`src/design/flc_pkg.sv`:
```
package flc_pkg;

    // ------------------------------------------------------------
    // register map, byte addresses
    // ------------------------------------------------------------
    localparam logic [7:0]  ADDR_MODE      = 8'h00;
    localparam logic [7:0]  ADDR_CMD       = 8'h04;
    localparam logic [7:0]  ADDR_STATUS    = 8'h08;
    localparam logic [7:0]  ADDR_RESULT    = 8'h0C;
    localparam logic [7:0]  ADDR_EVT_STAT  = 8'h14;
    localparam logic [7:0]  ADDR_EVT_MASK  = 8'h18;

    // ------------------------------------------------------------
    // reset values and field layout
    // ------------------------------------------------------------
    localparam logic [31:0] MODE_RESET     = 32'h0400_0000;
    localparam logic [31:0] MODE_WMASK     = 32'h0501_0F01; // writable mode bits
    localparam int          MODE_RDY_IE    = 0;
    localparam int          STS_READY      = 0;
    localparam int          STS_CMD_ERR    = 1;
    localparam int          STS_LOCK_ERR   = 2;
    localparam int          STS_VERIFY_ERR = 3;
    localparam int          EVT_W          = 4;              // same layout as status
    localparam logic [3:0]  EVT_RESET      = 4'h0;
    localparam logic [7:0]  KEY_PASS_VALUE = 8'h5A;
    localparam logic [7:0]  CMD_HOLE       = 8'h06;          // unassigned code
    localparam logic [7:0]  CMD_LAST       = 8'h15;          // highest legal code
    localparam int          RES_DEPTH      = 4;              // result words kept

    // ------------------------------------------------------------
    // carriers
    // ------------------------------------------------------------
    typedef struct packed {
        logic [7:0]  protectKeyField;
        logic [15:0] arg;
        logic [7:0]  code;
    } flc_cmd_word_t;

    typedef struct packed {
        logic [15:0] arg;
        logic [7:0]  code;
    } flc_op_t;

    typedef struct packed {
        logic done;
        logic lockHit;
        logic verifyFail;
    } flc_op_end_t;

endpackage
```
`src/design/flc_cmd_check.sv`:
```
`timescale 1ns/1ns
// command word screening: key and code legality
module flc_cmd_check (
    input  wire flc_pkg::flc_cmd_word_t cmdWord,
    output logic                         keyOk,
    output logic                         codeOk
);
    // ------------------------------------------------------------
    // decode
    // ------------------------------------------------------------
    // key must match
    assign keyOk  = (cmdWord.protectKeyField == flc_pkg::KEY_PASS_VALUE);
    // table has one hole below the last code
    assign codeOk = (cmdWord.code <= flc_pkg::CMD_LAST) && (cmdWord.code != flc_pkg::CMD_HOLE);
endmodule

```
`src/design/flc_cmd_status.sv`:
```
// Local design decision: register access over APB.
`timescale 1ns/1ns
// Notes on behaviour
// - a command starts only when its key field holds the pass value
// - a command write with a wrong key is dropped and starts nothing
// - status bit 0 reads 0 while busy and 1 when a command can be taken
// - ready with its enable set raises the interrupt
// - ready drops by itself when a command starts executing
// - status bit 1 sets on an unknown code or a wrong key
// - command and lock error clear on status read or command write
// - status bit 2 sets when program or erase touched a locked region
// - status bit 3 shows verify failure at operation end, 0 on pass
// - command output values land in the read-only result register
// - each result read returns the next 32-bit word
// - mode bit 0 enables the ready level interrupt; with 0 the ready event can still raise it through mask bit 0
// - a bad key is reported as command error after the sequence
module flc_cmd_status #(
    parameter int RES_DEPTH = flc_pkg::RES_DEPTH
) (
    input  wire logic                  core_clk,
    input  wire logic                  rst_b,
    input  wire logic                  psel,
    input  wire logic                  penable,
    input  wire logic                  pwrite,
    input  wire logic [7:0]            paddr,
    input  wire logic [31:0]           pwdata,
    output logic      [31:0]           prdata,
    output logic                       pready,
    output logic                       pslverr,
    output logic                       irq,
    output logic                       opStart,
    output flc_pkg::flc_op_t           opCmd,
    input  wire flc_pkg::flc_op_end_t  opEnd,
    input  wire logic                  resValid,
    input  wire logic [31:0]           resData
);
    localparam int PW = (RES_DEPTH > 1) ? $clog2(RES_DEPTH) : 1;

    // ------------------------------------------------------------
    // declarations
    // ------------------------------------------------------------
    logic                  preadyReg;
    logic [31:0]           prdataReg;
    logic                  pslverrReg;
    logic                  setupPhase;
    logic                  xferDone;
    logic                  wrMode;
    logic                  wrCmd;
    logic                  rdStatus;
    logic                  rdResult;
    logic                  knownAddr;
    logic                  keyOk;
    logic                  codeOk;
    logic                  accept;
    logic                  badCmd;
    logic [31:0]           modeReg;
    logic                  readyReg;
    logic                  cmdErrReg;
    logic                  lockErrReg;
    logic                  verifyErrReg;
    logic                  opStartReg;
    flc_pkg::flc_op_t      opCmdReg;
    flc_pkg::flc_cmd_word_t cmdWord;
    logic [31:0]           resMem [RES_DEPTH];
    logic [PW-1:0]         wrPtrReg;
    logic [PW:0]           resCountReg;
    logic [PW-1:0]         rdPtrReg;
    logic [31:0]           statusWord;
    logic [31:0]           resultWord;
    logic [31:0]           readMux;
    logic [flc_pkg::EVT_W-1:0] evtSet;
    logic [flc_pkg::EVT_W-1:0] evtStat;
    logic [flc_pkg::EVT_W-1:0] evtMask;
    logic                  readyRise;

    // ------------------------------------------------------------
    // bus decode
    // ------------------------------------------------------------
    // side effects happen only on the completing edge
    assign setupPhase = psel && !penable;
    assign xferDone   = psel && penable && preadyReg;
    assign wrMode     = xferDone && pwrite && (paddr == flc_pkg::ADDR_MODE);
    assign wrCmd      = xferDone && pwrite && (paddr == flc_pkg::ADDR_CMD);
    assign rdStatus   = xferDone && !pwrite && (paddr == flc_pkg::ADDR_STATUS);
    assign rdResult   = xferDone && !pwrite && (paddr == flc_pkg::ADDR_RESULT);
    assign knownAddr  = (paddr == flc_pkg::ADDR_MODE) || (paddr == flc_pkg::ADDR_CMD)
                     || (paddr == flc_pkg::ADDR_STATUS) || (paddr == flc_pkg::ADDR_RESULT)
                     || (paddr == flc_pkg::ADDR_EVT_STAT) || (paddr == flc_pkg::ADDR_EVT_MASK);
    assign cmdWord    = flc_pkg::flc_cmd_word_t'(pwdata);

    flc_cmd_check u_check (
        .cmdWord (cmdWord),
        .keyOk   (keyOk),
        .codeOk  (codeOk)
    );

    assign accept = wrCmd && keyOk && codeOk && readyReg;
    // a write while busy is refused and reported too
    assign badCmd = wrCmd && !(keyOk && codeOk && readyReg);

    // ------------------------------------------------------------
    // apb answer, no wait state
    // ------------------------------------------------------------
    always_ff @(posedge core_clk or negedge rst_b) begin
        if (!rst_b) begin
            preadyReg  <= 1'b0;
            pslverrReg <= 1'b0;
            prdataReg  <= 32'h0000_0000;
        end else begin
            preadyReg  <= setupPhase;
            pslverrReg <= setupPhase && !knownAddr;
            prdataReg  <= (setupPhase && !pwrite) ? readMux : 32'h0000_0000;
        end
    end

    // read data is sampled at setup, so clears use that snapshot
    // ready is bit 0
    always_comb begin
        statusWord = 32'h0000_0000;
        statusWord[flc_pkg::STS_READY]      = readyReg;
        statusWord[flc_pkg::STS_CMD_ERR]    = cmdErrReg;
        statusWord[flc_pkg::STS_LOCK_ERR]   = lockErrReg;
        statusWord[flc_pkg::STS_VERIFY_ERR] = verifyErrReg;
        // words past the count read zero; with all RES_DEPTH words held the pointer wraps back to word 0
        resultWord = ({1'b0, rdPtrReg} < resCountReg) ? resMem[rdPtrReg] : 32'h0000_0000;
        unique case (paddr)
            flc_pkg::ADDR_MODE:     readMux = modeReg;
            flc_pkg::ADDR_STATUS:   readMux = statusWord;
            flc_pkg::ADDR_RESULT:   readMux = resultWord;
            flc_pkg::ADDR_EVT_STAT: readMux = {28'h000_0000, evtStat};
            flc_pkg::ADDR_EVT_MASK: readMux = {28'h000_0000, evtMask};
            default:                readMux = 32'h0000_0000;
        endcase
    end

    // ------------------------------------------------------------
    // mode register
    // ------------------------------------------------------------
    // bit 0 is the ready interrupt enable
    always_ff @(posedge core_clk or negedge rst_b) begin
        if (!rst_b) begin
            modeReg <= flc_pkg::MODE_RESET;
        end else if (wrMode) begin
            modeReg <= pwdata & flc_pkg::MODE_WMASK;
        end
    end

    // ------------------------------------------------------------
    // ready flag and command launch
    // ------------------------------------------------------------
    // ready drops as the command is taken
    always_ff @(posedge core_clk or negedge rst_b) begin
        if (!rst_b) begin
            readyReg <= 1'b1;
        end else if (accept) begin
            readyReg <= 1'b0;
        end else if (opEnd.done) begin
            readyReg <= 1'b1;
        end
    end

    // launch pulse with code and argument
    always_ff @(posedge core_clk or negedge rst_b) begin
        if (!rst_b) begin
            opStartReg <= 1'b0;
            opCmdReg   <= '0;
        end else begin
            opStartReg <= accept;
            if (accept) begin
                opCmdReg <= '{arg: cmdWord.arg, code: cmdWord.code};
            end
        end
    end

    // ------------------------------------------------------------
    // error flags
    // ------------------------------------------------------------
    // set beats the clear of the same write
    always_ff @(posedge core_clk or negedge rst_b) begin
        if (!rst_b) begin
            cmdErrReg <= 1'b0;
        end else if (badCmd) begin
            cmdErrReg <= 1'b1;
        end else if (wrCmd || (rdStatus && prdataReg[flc_pkg::STS_CMD_ERR])) begin
            // cleared by command write or status read
            cmdErrReg <= 1'b0;
        end
    end

    // locked region hit, set wins over clear
    always_ff @(posedge core_clk or negedge rst_b) begin
        if (!rst_b) begin
            lockErrReg <= 1'b0;
        end else if (opEnd.lockHit) begin
            lockErrReg <= 1'b1;
        end else if (wrCmd || (rdStatus && prdataReg[flc_pkg::STS_LOCK_ERR])) begin
            lockErrReg <= 1'b0;
        end
    end

    always_ff @(posedge core_clk or negedge rst_b) begin
        if (!rst_b) begin
            verifyErrReg <= 1'b0;
        end else if (opEnd.done) begin
            verifyErrReg <= opEnd.verifyFail;
        end else if (accept) begin
            verifyErrReg <= 1'b0;
        end
    end

    // ------------------------------------------------------------
    // result buffer
    // ------------------------------------------------------------
    // words arrive in order from the back end
    always_ff @(posedge core_clk) begin
        if (resValid) begin
            resMem[wrPtrReg] <= resData;
        end
    end

    // count stops at the depth; extra words still write at the wrapped pointer, over word 0
    always_ff @(posedge core_clk or negedge rst_b) begin
        if (!rst_b) begin
            wrPtrReg    <= PW'(0);
            resCountReg <= (PW+1)'(0);
        end else if (accept) begin
            wrPtrReg    <= PW'(0);
            resCountReg <= (PW+1)'(0);
        end else if (resValid && (resCountReg < (PW+1)'(RES_DEPTH))) begin
            wrPtrReg    <= PW'(wrPtrReg + 1'b1);
            resCountReg <= (PW+1)'(resCountReg + 1'b1);
        end
    end

    // each read steps to the next word
    always_ff @(posedge core_clk or negedge rst_b) begin
        if (!rst_b) begin
            rdPtrReg <= PW'(0);
        end else if (accept) begin
            rdPtrReg <= PW'(0);
        end else if (rdResult) begin
            rdPtrReg <= PW'(rdPtrReg + 1'b1);
        end
    end

    // ------------------------------------------------------------
    // interrupt events
    // ------------------------------------------------------------
    assign readyRise = opEnd.done && !readyReg;
    always_comb begin
        evtSet = '0;
        evtSet[flc_pkg::STS_READY]      = readyRise;
        evtSet[flc_pkg::STS_CMD_ERR]    = badCmd;
        evtSet[flc_pkg::STS_LOCK_ERR]   = opEnd.lockHit;
        evtSet[flc_pkg::STS_VERIFY_ERR] = opEnd.done && opEnd.verifyFail;
    end

    flc_irq #(
        .W (flc_pkg::EVT_W)
    ) u_irq (
        .core_clk    (core_clk),
        .rst_b       (rst_b),
        .evtSet      (evtSet),
        .clrWr       (xferDone && pwrite && (paddr == flc_pkg::ADDR_EVT_STAT)),
        .clrData     (pwdata[flc_pkg::EVT_W-1:0]),
        .maskWr      (xferDone && pwrite && (paddr == flc_pkg::ADDR_EVT_MASK)),
        .maskData    (pwdata[flc_pkg::EVT_W-1:0]),
        .levelReq    (readyReg && modeReg[flc_pkg::MODE_RDY_IE]),
        .evtStat_reg (evtStat),
        .evtMask_reg (evtMask),
        .irq_reg     (irq)
    );

    assign prdata  = prdataReg;
    assign pready  = preadyReg;
    assign pslverr = pslverrReg;
    assign opStart = opStartReg;
    assign opCmd   = opCmdReg;
endmodule

```
`src/design/flc_irq.sv`:
```
`timescale 1ns/1ns
// sticky event bits, mask and one level interrupt
module flc_irq #(
    parameter int W = 4
) (
    input  wire logic         core_clk,
    input  wire logic         rst_b,
    input  wire logic [W-1:0] evtSet,
    input  wire logic         clrWr,
    input  wire logic [W-1:0] clrData,
    input  wire logic         maskWr,
    input  wire logic [W-1:0] maskData,
    input  wire logic         levelReq,
    output logic      [W-1:0] evtStat_reg,
    output logic      [W-1:0] evtMask_reg,
    output logic              irq_reg
);
    // ------------------------------------------------------------
    // sticky status, write one to clear
    // ------------------------------------------------------------
    // set wins so an event in the clearing cycle is kept
    always_ff @(posedge core_clk or negedge rst_b) begin
        if (!rst_b) begin
            evtStat_reg <= W'(0);
        end else begin
            evtStat_reg <= (evtStat_reg & ~(clrWr ? clrData : W'(0))) | evtSet;
        end
    end

    // mask register
    always_ff @(posedge core_clk or negedge rst_b) begin
        if (!rst_b) begin
            evtMask_reg <= W'(0);
        end else if (maskWr) begin
            evtMask_reg <= maskData;
        end
    end

    // ------------------------------------------------------------
    // interrupt output
    // ------------------------------------------------------------
    // ready level or any unmasked event
    always_ff @(posedge core_clk or negedge rst_b) begin
        if (!rst_b) begin
            irq_reg <= 1'b0;
        end else begin
            irq_reg <= levelReq || (|(evtStat_reg & evtMask_reg));
        end
    end
endmodule

```
`config.mk`:
```
export PLATFORM = sky130hd
export DESIGN_NAME = flc_cmd_status
export DESIGN_NICKNAME = d
export VERILOG_FILES = /design/src/design/flc_pkg.sv /design/src/design/flc_cmd_check.sv /design/src/design/flc_cmd_status.sv /design/src/design/flc_irq.sv
export SDC_FILE = /design/constraint.sdc
export NUM_CORES = 1
export LEC_CHECK = 0
export BUFFER_PORTS_ARGS = -buffer_cell sky130_fd_sc_hd__buf_2
export CAP_MARGIN = 20
export CORE_MARGIN = 2
export CORE_UTILIZATION = 50
export DETAILED_ROUTE_END_ITERATION = 16
export PLACE_DENSITY = 0.72
export SKIP_LAST_GASP = 1
export SYNTH_ARGS = -nofsm -noshare
export SYNTH_HDL_FRONTEND = slang
export SYNTH_HIERARCHICAL = 1
export SYNTH_SLANG_ARGS = --single-unit
```
`constraint.sdc`:
```
create_clock -name core_clk -period 2.1 [get_ports core_clk]
set_input_delay 0.105 -clock core_clk [delete_from_list [all_inputs] [get_ports core_clk]]
set_output_delay 0.105 -clock core_clk [all_outputs]
set_load 0.05 [all_outputs]
```
---- After elaboration in Yosys (flattened, before gate mapping) ----
Memory sizes are Yosys's and may differ from the RTL's.
Cells that the tools add are included.
W data, S select, Z words.
operators by class
  add/subtract/negate cells ............... 3
  $mul .................................... 0
  div/mod/pow operators ................... 0
  $lt $le $gt $ge ......................... 3
  equal/unequal tests ..................... 7
  shift-type cells ........................ 0
  muxes and demuxes ....................... 20
  bitwise logic cells ..................... 4
  reduce and logical (&&, ||, !) cells .... 46
operators by type and width
  kind                   count
  $pmux W32 S5           1
  $mux W32               2
  $logic_and A1 B1 Y1    26
  $eq A8 B4 Y1 const B   2
  $eq A8 B5 Y1 const B   2
  $mux W1                10
  $reduce_bool A2 Y1     5
  $and A4 B4 Y4          2
  $eq A8 B3 Y1 const B   1
  $eq A8 B7 Y1 const B   1
  $le A8 B5 Y1 const B   1
  $logic_not A8 Y1       1
  $logic_or A1 B1 Y1     8
  $mux W2                4
  $ne A8 B3 Y1 const B   1
  $mux W3                2
  $logic_not A1 Y1       5
  $add A2 B1 Y2 const B  2
  $mux W4                1
  $not A4 Y4             1
  $or A4 B4 Y4           1
  $reduce_or A4 Y1       1
  $add A3 B1 Y3 const B  1
  $lt A2 B3 Y1           1
  $lt A3 B3 Y1 const B   1
storage, ports and cells
  bits in registers ....................... 87
  bits in latches ......................... 0
  RAM bits ................................ 128
  memory bits (read-only) ................. 0
  bits of input ports ..................... 81
  output and inout port bits .............. 60
  word-level logic and storage cells ...... 101
  memories kept ........................... 1
memory list
  memory  depth  bits a word  rd ports  clocked after Yosys merged registers in  write ports  line                  text
  resMem  4      32           1         0                                        1            flc_cmd_status.sv:64  logic [31:0] resMem [RES_DEPTH];

---- Longest topological paths before layout ----
Gate-level depths: netlist (run 1).
  depth in word-level cells ............... 9
  gate-level depth with buffers ........... 7
  gate-level depth less buffers ........... 6

---- Modules after synthesis ----
Netlist (run 1), hierarchy kept.
by module, submodules not included
  module          times used  cells an instance  area each (µm²)  seq. area each (µm²)
  flc_cmd_status  1           431                8042.7           5798.1
  flc_irq         1           24                 334.1            225.2
  flc_cmd_check   1           6                  56.3             0.0

---- Worst setup path after synthesis (run 1) ----
Ideal clock, no wire load.
  kind .................................... register to register
  start ................................... reg preadyReg, in the netlist pready
  end ..................................... reg opCmdReg (netlist bit opCmd[22])
  setup time .............................. 0.127 ns
  arrival ................................. 1.855 ns
  data required time ...................... 1.973 ns
  setup slack ............................. 0.118 ns
  cell stages (with the launch flop) ...... 6
  buffers on the path ..................... 1
  clock period less this slack ............ 1.982 ns
  path through ............................ dfrtp_1 -> and4_1 -> nand4_2 -> nor2_4 -> buf_4 -> mux2_1
on the way
  longest elaborated chain between the ends .. 6
RTL lines
  element                           line                   text
  start, declared                   flc_cmd_status.sv:42   logic preadyReg;
  start signal, assigned            flc_cmd_status.sv:110  preadyReg <= setupPhase;
  $logic_and A1 B1 Y1               flc_cmd_status.sv:81   assign xferDone = psel && penable && preadyReg;
  $logic_and A1 B1 Y1 (2 in a row)  flc_cmd_status.sv:83   assign wrCmd = xferDone && pwrite && (paddr == flc_pkg::ADDR_CMD);
  $logic_and A1 B1 Y1 (3 in a row)  flc_cmd_status.sv:97   assign accept = wrCmd && keyOk && codeOk && readyReg;
  end signal, assigned              flc_cmd_status.sv:170  opCmdReg <= '{arg: cmdWord.arg, code: cmdWord.code};
  end, declared                     flc_cmd_status.sv:62   flc_pkg::flc_op_t opCmdReg;
No other way between the ends.
A chain may end at the register's enable or synchronous reset.

---- Final worst setup path (run 1) ----
  start ................................... reg preadyReg, in the netlist pready
  end ..................................... reg u_irq.evtStat_reg[2]
on the way
  longest elaborated chain between the ends .. 7
RTL lines
  element                           line                   text
  $logic_and A1 B1 Y1               flc_cmd_status.sv:81
  $logic_and A1 B1 Y1 (2 in a row)  flc_cmd_status.sv:264  .clrWr (xferDone && pwrite && (paddr == flc_pkg::ADDR_EVT_STAT)),
  $mux W4                           flc_irq.sv:26          evtStat_reg <= (evtStat_reg & ~(clrWr ? clrData : W'(0))) | evtSet;
  $not A4 Y4                        flc_irq.sv:26
  $and A4 B4 Y4                     flc_irq.sv:26
  $or A4 B4 Y4                      flc_irq.sv:26
  end signal, assigned              flc_irq.sv:26
  end, declared                     flc_irq.sv:14          output logic [W-1:0] evtStat_reg,
No other way between the ends.

==> results.yml, run 1 <==
floorplan:
  die_w_um: 134
  rows: 47
  io_pins: 141
  dieArea_um2: 17900
  start_util_pct: 51.0
  die_y_um: 134
  core_area_um2: 16500
cts:
  ctsResizeCount: 0
  path_clk_slew_ps: 60
  postCtsSetupBuffers: 0
  clkLatencyLatePin_ps: 500
  hold_buffers: 66
  cts_tree: "yes"
  cts.sinks: 215
  h-tree-depth: 1
  cts_buffer_depth: 3
  cts_made_buffers: 23
  cts_root_buf: "clkbuf_16"
power_and_ir_drop:
  cellLeakagePower_nw: 4.55
  max-vdd-ir-drop_mv: 0.646
  p_per_area_nw_per_um2: 934
layout:
  multi_input_area_um2: 2270
  mostFrequentLayoutCells: "buf_2, edfxtp_1, dfrtp_1"
  fillers: 1141
  ff_latch_area_um2: 6030
  regMostFlops: "resMem"
  layout-drive-gt1-share_pct: 38.5
  antennaDiodeCount: 0
  nets: 774
  largest_register_ff_count: 128
  final_common_cell: "buf_2"
  area_growth_pct: 29.2
sta:
  max_freq_mhz: 507
  layout_setup_ws_ps: 127
  clock-skew-final_ps: 9.70
  setup-tns-final_ps: 0
  rsz0062_at_grt: "false"
  min_period_ps: 1970
  relSlewSlack_pct: 63.8
  finalCritPeriodShare_pct: 94.0
  finalSetupViolCount: 0
  tightest_slew_ps: 542
  finalMaxSlewViolations: 0
  finalHoldViolCount: 0
detailed_routing:
  routed_wl_um: 17400
  drtAntennaViolNets: 0
  post_drt_wl_per_cell_um: 18.8
  firstDrtPassIters: 4
  vias: 4861
  vias_per_cell: 5.26
  drc: 0
  dr.first_iter.drc_count: 224
outcome:
  status: "completed"
global_route:
  grt_overflow: 0
  antenna_found_initial: 0
  grt_pass1_vias: 5272
  track_usage_pct: 19.9
  grt_max_degree: 50
  grt_pass1_wl_um: 27700
yosys:
  yosysTopAreaCellShare_pct: 45.6
  synth_cell_types: 50
  synth_edf_count: 128
  synthArstFlopShare_pct: 40.5
  yosysWarningCount: 6
  synthTopCellsByArea: "edfxtp_1, dfrtp_1, mux4_2, mux2_1, nor2b_2"
  syn_avg_cell_area_um2: 18.3
  synth_top_cell_by_area: "edfxtp_1"
  syn-num-nets: 548
  syn_area_um2: 8430
  syn_inst: 461
  ys_seq_area_share_pct: 71.4
  ys_ff_latch: 215
  ys.flop_type: "edfxtp_1"
place:
  dp_slack_ps: 231
  hpwlAfterDp_um: 10800
  portBuffers: 140
  place_congestion: 0.869
worst_setup_path:
  crit_chain: "and4_1, buf_4, and3_1, nand2_1, a21o_1, dlygate4sd3_1"
  cp-end-kind: "register"
  slowest_stage: "dlygate4sd3_1"
  worst_path_dominant_cell_family: "buffers and inverters"
  crit_path_start_kind: "register"
  worstPathArrival_ps: 2350
  crit_type: "register to register"
  worstPathRequired_ps: 2480
  cp_num_buf_inv: 2
  critPathMaxStageDelay_ps: 550
  path_max_fanout: 4
run:
  cap_violations: 0
min_path:
  hold_path_class: "primary input to register"
==> cells by family (layout without fill, tap and decap cells) <==
group                    Yosys count  in the layout  synth area share (%)
flip-flops                       215            215                  71.4
AND/OR/NAND/NOR                   97             97                  7.69
multiplexers                      72             72                  14.2
AO/OA/AOI/OAI                     37             37                  3.46
buffers and inverters             28            271                  1.69
adder cells (fa/ha/maj)            6              6                 0.890
XOR/XNOR                           6              6                 0.623
==> power breakdown <==
part           internal (mW)  switching (mW)  leakage (nW)
Sequential              5.04           0.125          2.34
Combinational          0.472           0.593          1.84
Clock                   2.41            1.54         0.362
==> cells in the mapped netlist, types with 7 or more instances <==
library cell,n
edfxtp_1,128
nor2_1,25
nand2_1,8
nor2b_2,20
mux4_2,32
dfrtp_1,85
a22oi_1,10
inv_1,10
a21oi_1,7
mux2_4,8
mux2_1,25
==> stage by stage <==
stage / utilization, % / area (um^2) / hold slack, ps / std cells / total power, mW
6_report: 65.9 / 10900 / 46.0 / 924 / 10.2
4_1_cts: 65.9 / 10900 / 16.3 / 924 / 10.3
3_3_place_gp: 57.4 / 9490 / 127 / 816 / 6.17
5_1_grt: 65.9 / 10900 / 71.3 / 924 / 10.6
3_5_place_dp: 57.4 / 9490 / 134 / 816 / 6.24
2_1_floorplan: - / 8430 / -191 / 461 / 5.75
==> per-layer routing <==
layer  wire length [um]  vias to the layer above  track usage, %
li1                   -                     2208               -
met1               7470                     2447            26.2
met2               8430                      171            33.9
met3               1060                       35            3.55
met4                437                        0            6.50
met5                  0                        -               0
==> tightest hold or removal path, delay by kind of cell <==
family,cells,cell delay (ps)
buf+inv,1,110
simple gates,2,210
compound gates,1,80
==> path summary, 6_finish.rpt <==
kind	from	end	slack [ps]	cells past startpoint
max in group asynchronous	rst_b	modeReg[26]	1260	3
min in group asynchronous	rst_b	u_irq/irq_reg	130	2
worst max register to register	pready	u_irq/evtStat_reg[2]	130	6
worst min register to register	opCmd[22]	opCmd[22]	480	1
worst max-delay path	pready	u_irq/evtStat_reg[2]	130	6
worst min-delay path	pwrite	prdata[2]	50	4
==> area by class of cell <==
cell class,count,share of cell area (%)
Tap cell,220,2.53
Multi-Input combinational cell,218,20.9
Clock inverter,8,0.850
Clock buffer,34,6.03
Sequential cell,215,55.3
Timing Repair Buffer,219,14.1
Inverter,10,0.344
No activity file was read; power rests on OpenSTA's default activity.
==> inputs of run 2 (changes only) <==
Settings changed: SETUP_SLACK_MARGIN set to 0.2, SYNTH_HIERARCHICAL 1 to unset.
==> results.yml, run 2 <==
yosys:
  synthTopCellsByArea: "edfxtp_1, dfrtp_1, mux4_2, mux2_2, and2_1"
  synth_cell_types: 51
  syn_avg_cell_area_um2: 18.1
  synth_commonest_cells: "edfxtp_1, dfrtp_1, mux4_2"
  synth_edf_count: 128
  yosysTopAreaCellShare_pct: 46.5
  yosysWarningCount: 0
  ys_ff_latch: 215
  syn_area_um2: 8260
  syn_inst: 457
  syn-num-nets: 544
  synth_top_cell_by_area: "edfxtp_1"
  ys_seq_area_share_pct: 72.9
  synthMostInstantiatedCell: "edfxtp_1"
  synthArstFlopShare_pct: 40.5
  ys.flop_type: "edfxtp_1"
global_route:
  grt_max_degree: 38
  antenna_found_initial: 0
  track_usage_pct: 20.2
  grt_pass1_wl_um: 27800
  grt_overflow: 0
  grt_pass1_vias: 5211
worst_setup_path:
  worstPathRequired_ps: 2480
  reg2reg_slack_ps: 300
  crit_type: "primary input to register"
  cp-end-kind: "register"
  worstPathArrival_ps: 2240
  worstReg2RegStart: "resCountReg[1]"
  crit_chain: "dlygate4sd3_1, buf_2, nor4bb_1, o2111ai_2, nor2_4, buf_12, mux2_2"
  regToRegEndpoint: "prdata[29]"
  path_max_fanout: 15
  cp_num_buf_inv: 3
  critPathMaxStageDelay_ps: 540
  worst_path_dominant_cell_family: "buffers and inverters"
  slowest_stage: "dlygate4sd3_1"
  reg2regPathDepth: 7
  crit_path_start_kind: "primary input"
sta:
  min_period_ps: 1860
  rsz0062_at_grt: "true"
  finalMaxSlewViolations: 0
  finalHoldViolCount: 0
  tightest_slew_ps: 528
  finalSetupViolCount: 0
  relSlewSlack_pct: 64.8
  max_freq_mhz: 538
  whs_ps: 33.3
  clock-skew-final_ps: 22.8
  setup-tns-final_ps: 0
  finalCritPeriodShare_pct: 88.6
cts:
  cts_made_buffers: 22
  h-tree-depth: 1
  clkLatencyLatePin_ps: 510
  path_clk_slew_ps: 60
  cts.sinks: 215
  cts_tree: "yes"
  cts_root_buf: "clkbuf_16"
  cts_buffer_depth: 3
detailed_routing:
  drc: 0
  post_drt_wl_per_cell_um: 19.0
  routed_wl_um: 17500
  vias_per_cell: 5.28
  firstDrtPassIters: 4
  dr.first_iter.drc_count: 302
  drtAntennaViolNets: 0
  vias: 4865
place:
  place_area_um2: 9350
  portBuffers: 140
  hpwlAfterDp_um: 10800
  place_congestion: 0.946
layout:
  mostFrequentLayoutCells: "buf_2, edfxtp_1, dfrtp_1"
  largest_register_ff_count: 128
  antennaDiodeCount: 0
  layout-drive-gt1-share_pct: 39.1
  final_common_cell: "buf_2"
  regMostFlops: "resMem"
  final_area_um2: 10700
  area_growth_pct: 29.9
  nets: 776
floorplan:
  dieArea_um2: 17600
  rows: 46
  core_area_um2: 16000
  die_w_um: 133
  die_y_um: 133
  io_pins: 141
  start_util_pct: 51.6
run:
  cap_violations: 0
min_path:
  holdPathEnd: "prdata[1]"
  hp-start: "pwrite"
  hold_path_class: "primary input to register"
  min_delay_path_depth: 3
outcome:
  status: "completed"
power_and_ir_drop:
  cellLeakagePower_nw: 4.54
  finalPower_mw: 10.1
  p_per_area_nw_per_um2: 936
  max-vdd-ir-drop_mv: 0.818
[run 2: cell types whose count changed after synthesis, sizes merged, moves of 4 or more]
cell / before / now
a21o: 6 / 1
nor2b: 26 / 2
nand2: 8 / 16
nand2b: 2 / 6
a22oi: 10 / 1
a22o: 0 / 7
and2: 6 / 31
mux2: 39 / 33
[run 2: what timing repair did]
item,CTS,global route
pin swaps,1,1
setup endpoints to repair,18,30
hold buffers,63,0
resized for setup,1,3
hold endpoints to repair,214,0
buffers inserted,1,2
[run 2: report_power, final]
| group | internal [mW] | switching [mW] | leakage [nW] |
|---|---|---|---|
| clock | 2.30 | 1.57 | 0.349 |
| sequential | 5.05 | 0.131 | 2.34 |
| combinational | 0.418 | 0.595 | 1.85 |
[run 2: worst register-to-register path, delay by kind of cell, from the launching register on]
family / cells / cell delay, ps
flip-flops: 1 / 350
buffers and inverters: 2 / 320
AO/OA/AOI/OAI: 2 / 430
AND/OR/NAND/NOR: 2 / 340
adder cells (fa/ha/maj): 1 / 300
[run 2: logic make-up (layout without fill, tap and decap cells)]
kind of cell             Yosys count  count (layout)  synth area share, %
flip-flops                       215             215                 72.9
XOR/XNOR                           5               5                0.530
buffers and inverters             27             275                 1.59
multiplexers                      69              69                 13.7
AO/OA/AOI/OAI                     31              31                 2.80
adder cells (fa/ha/maj)            6               6                0.909
AND/OR/NAND/NOR                  104             104                 7.56
[run 2: worst max path at each step]
stage,from,endpoint,slack (ps),depth (start not counted)
5_1_grt,resCountReg[1],prdata[12],190,7
3_3_place_gp,paddr[7],modeReg[8],30,5
6_report,pwdata[26],opCmd[8],240,7
4_1_cts,readyReg,opCmd[21],200,6
3_5_place_dp,paddr[7],modeReg[9],-30,5
2_1_floorplan,pready,opCmd[17],180,6
[run 2: layout make-up]
type / count / area, um^2
well taps: 216 / 270
inverters: 9 / 33.8
fillers: 1087 / 5270
flip-flops and latches: 215 / 6030
repair buffers: 226 / 1560
clock buffers: 26 / 566
clock inverters: 14 / 153
multi-input cells: 215 / 2130
[run 2: layer usage]
| metal | wire, um | track usage, % | vias to the layer above |
|---|---|---|---|
| met3 | 1240 | 4.02 | 31 |
| met5 | 0 | 0 | - |
| li1 | - | - | 2191 |
| met2 | 8880 | 35.4 | 199 |
| met1 | 7080 | 26.3 | 2444 |
| met4 | 325 | 4.42 | 0 |
[run 2: metrics by stage]
stage	instances	setup WS, ps	utilization [%]
after global routing	921	190	67.1
after global placement	815	33.5	58.4
final	921	240	67.1
after detailed placement	815	-28.2	58.4
after CTS	919	197	66.9
after floorplan	457	180	-
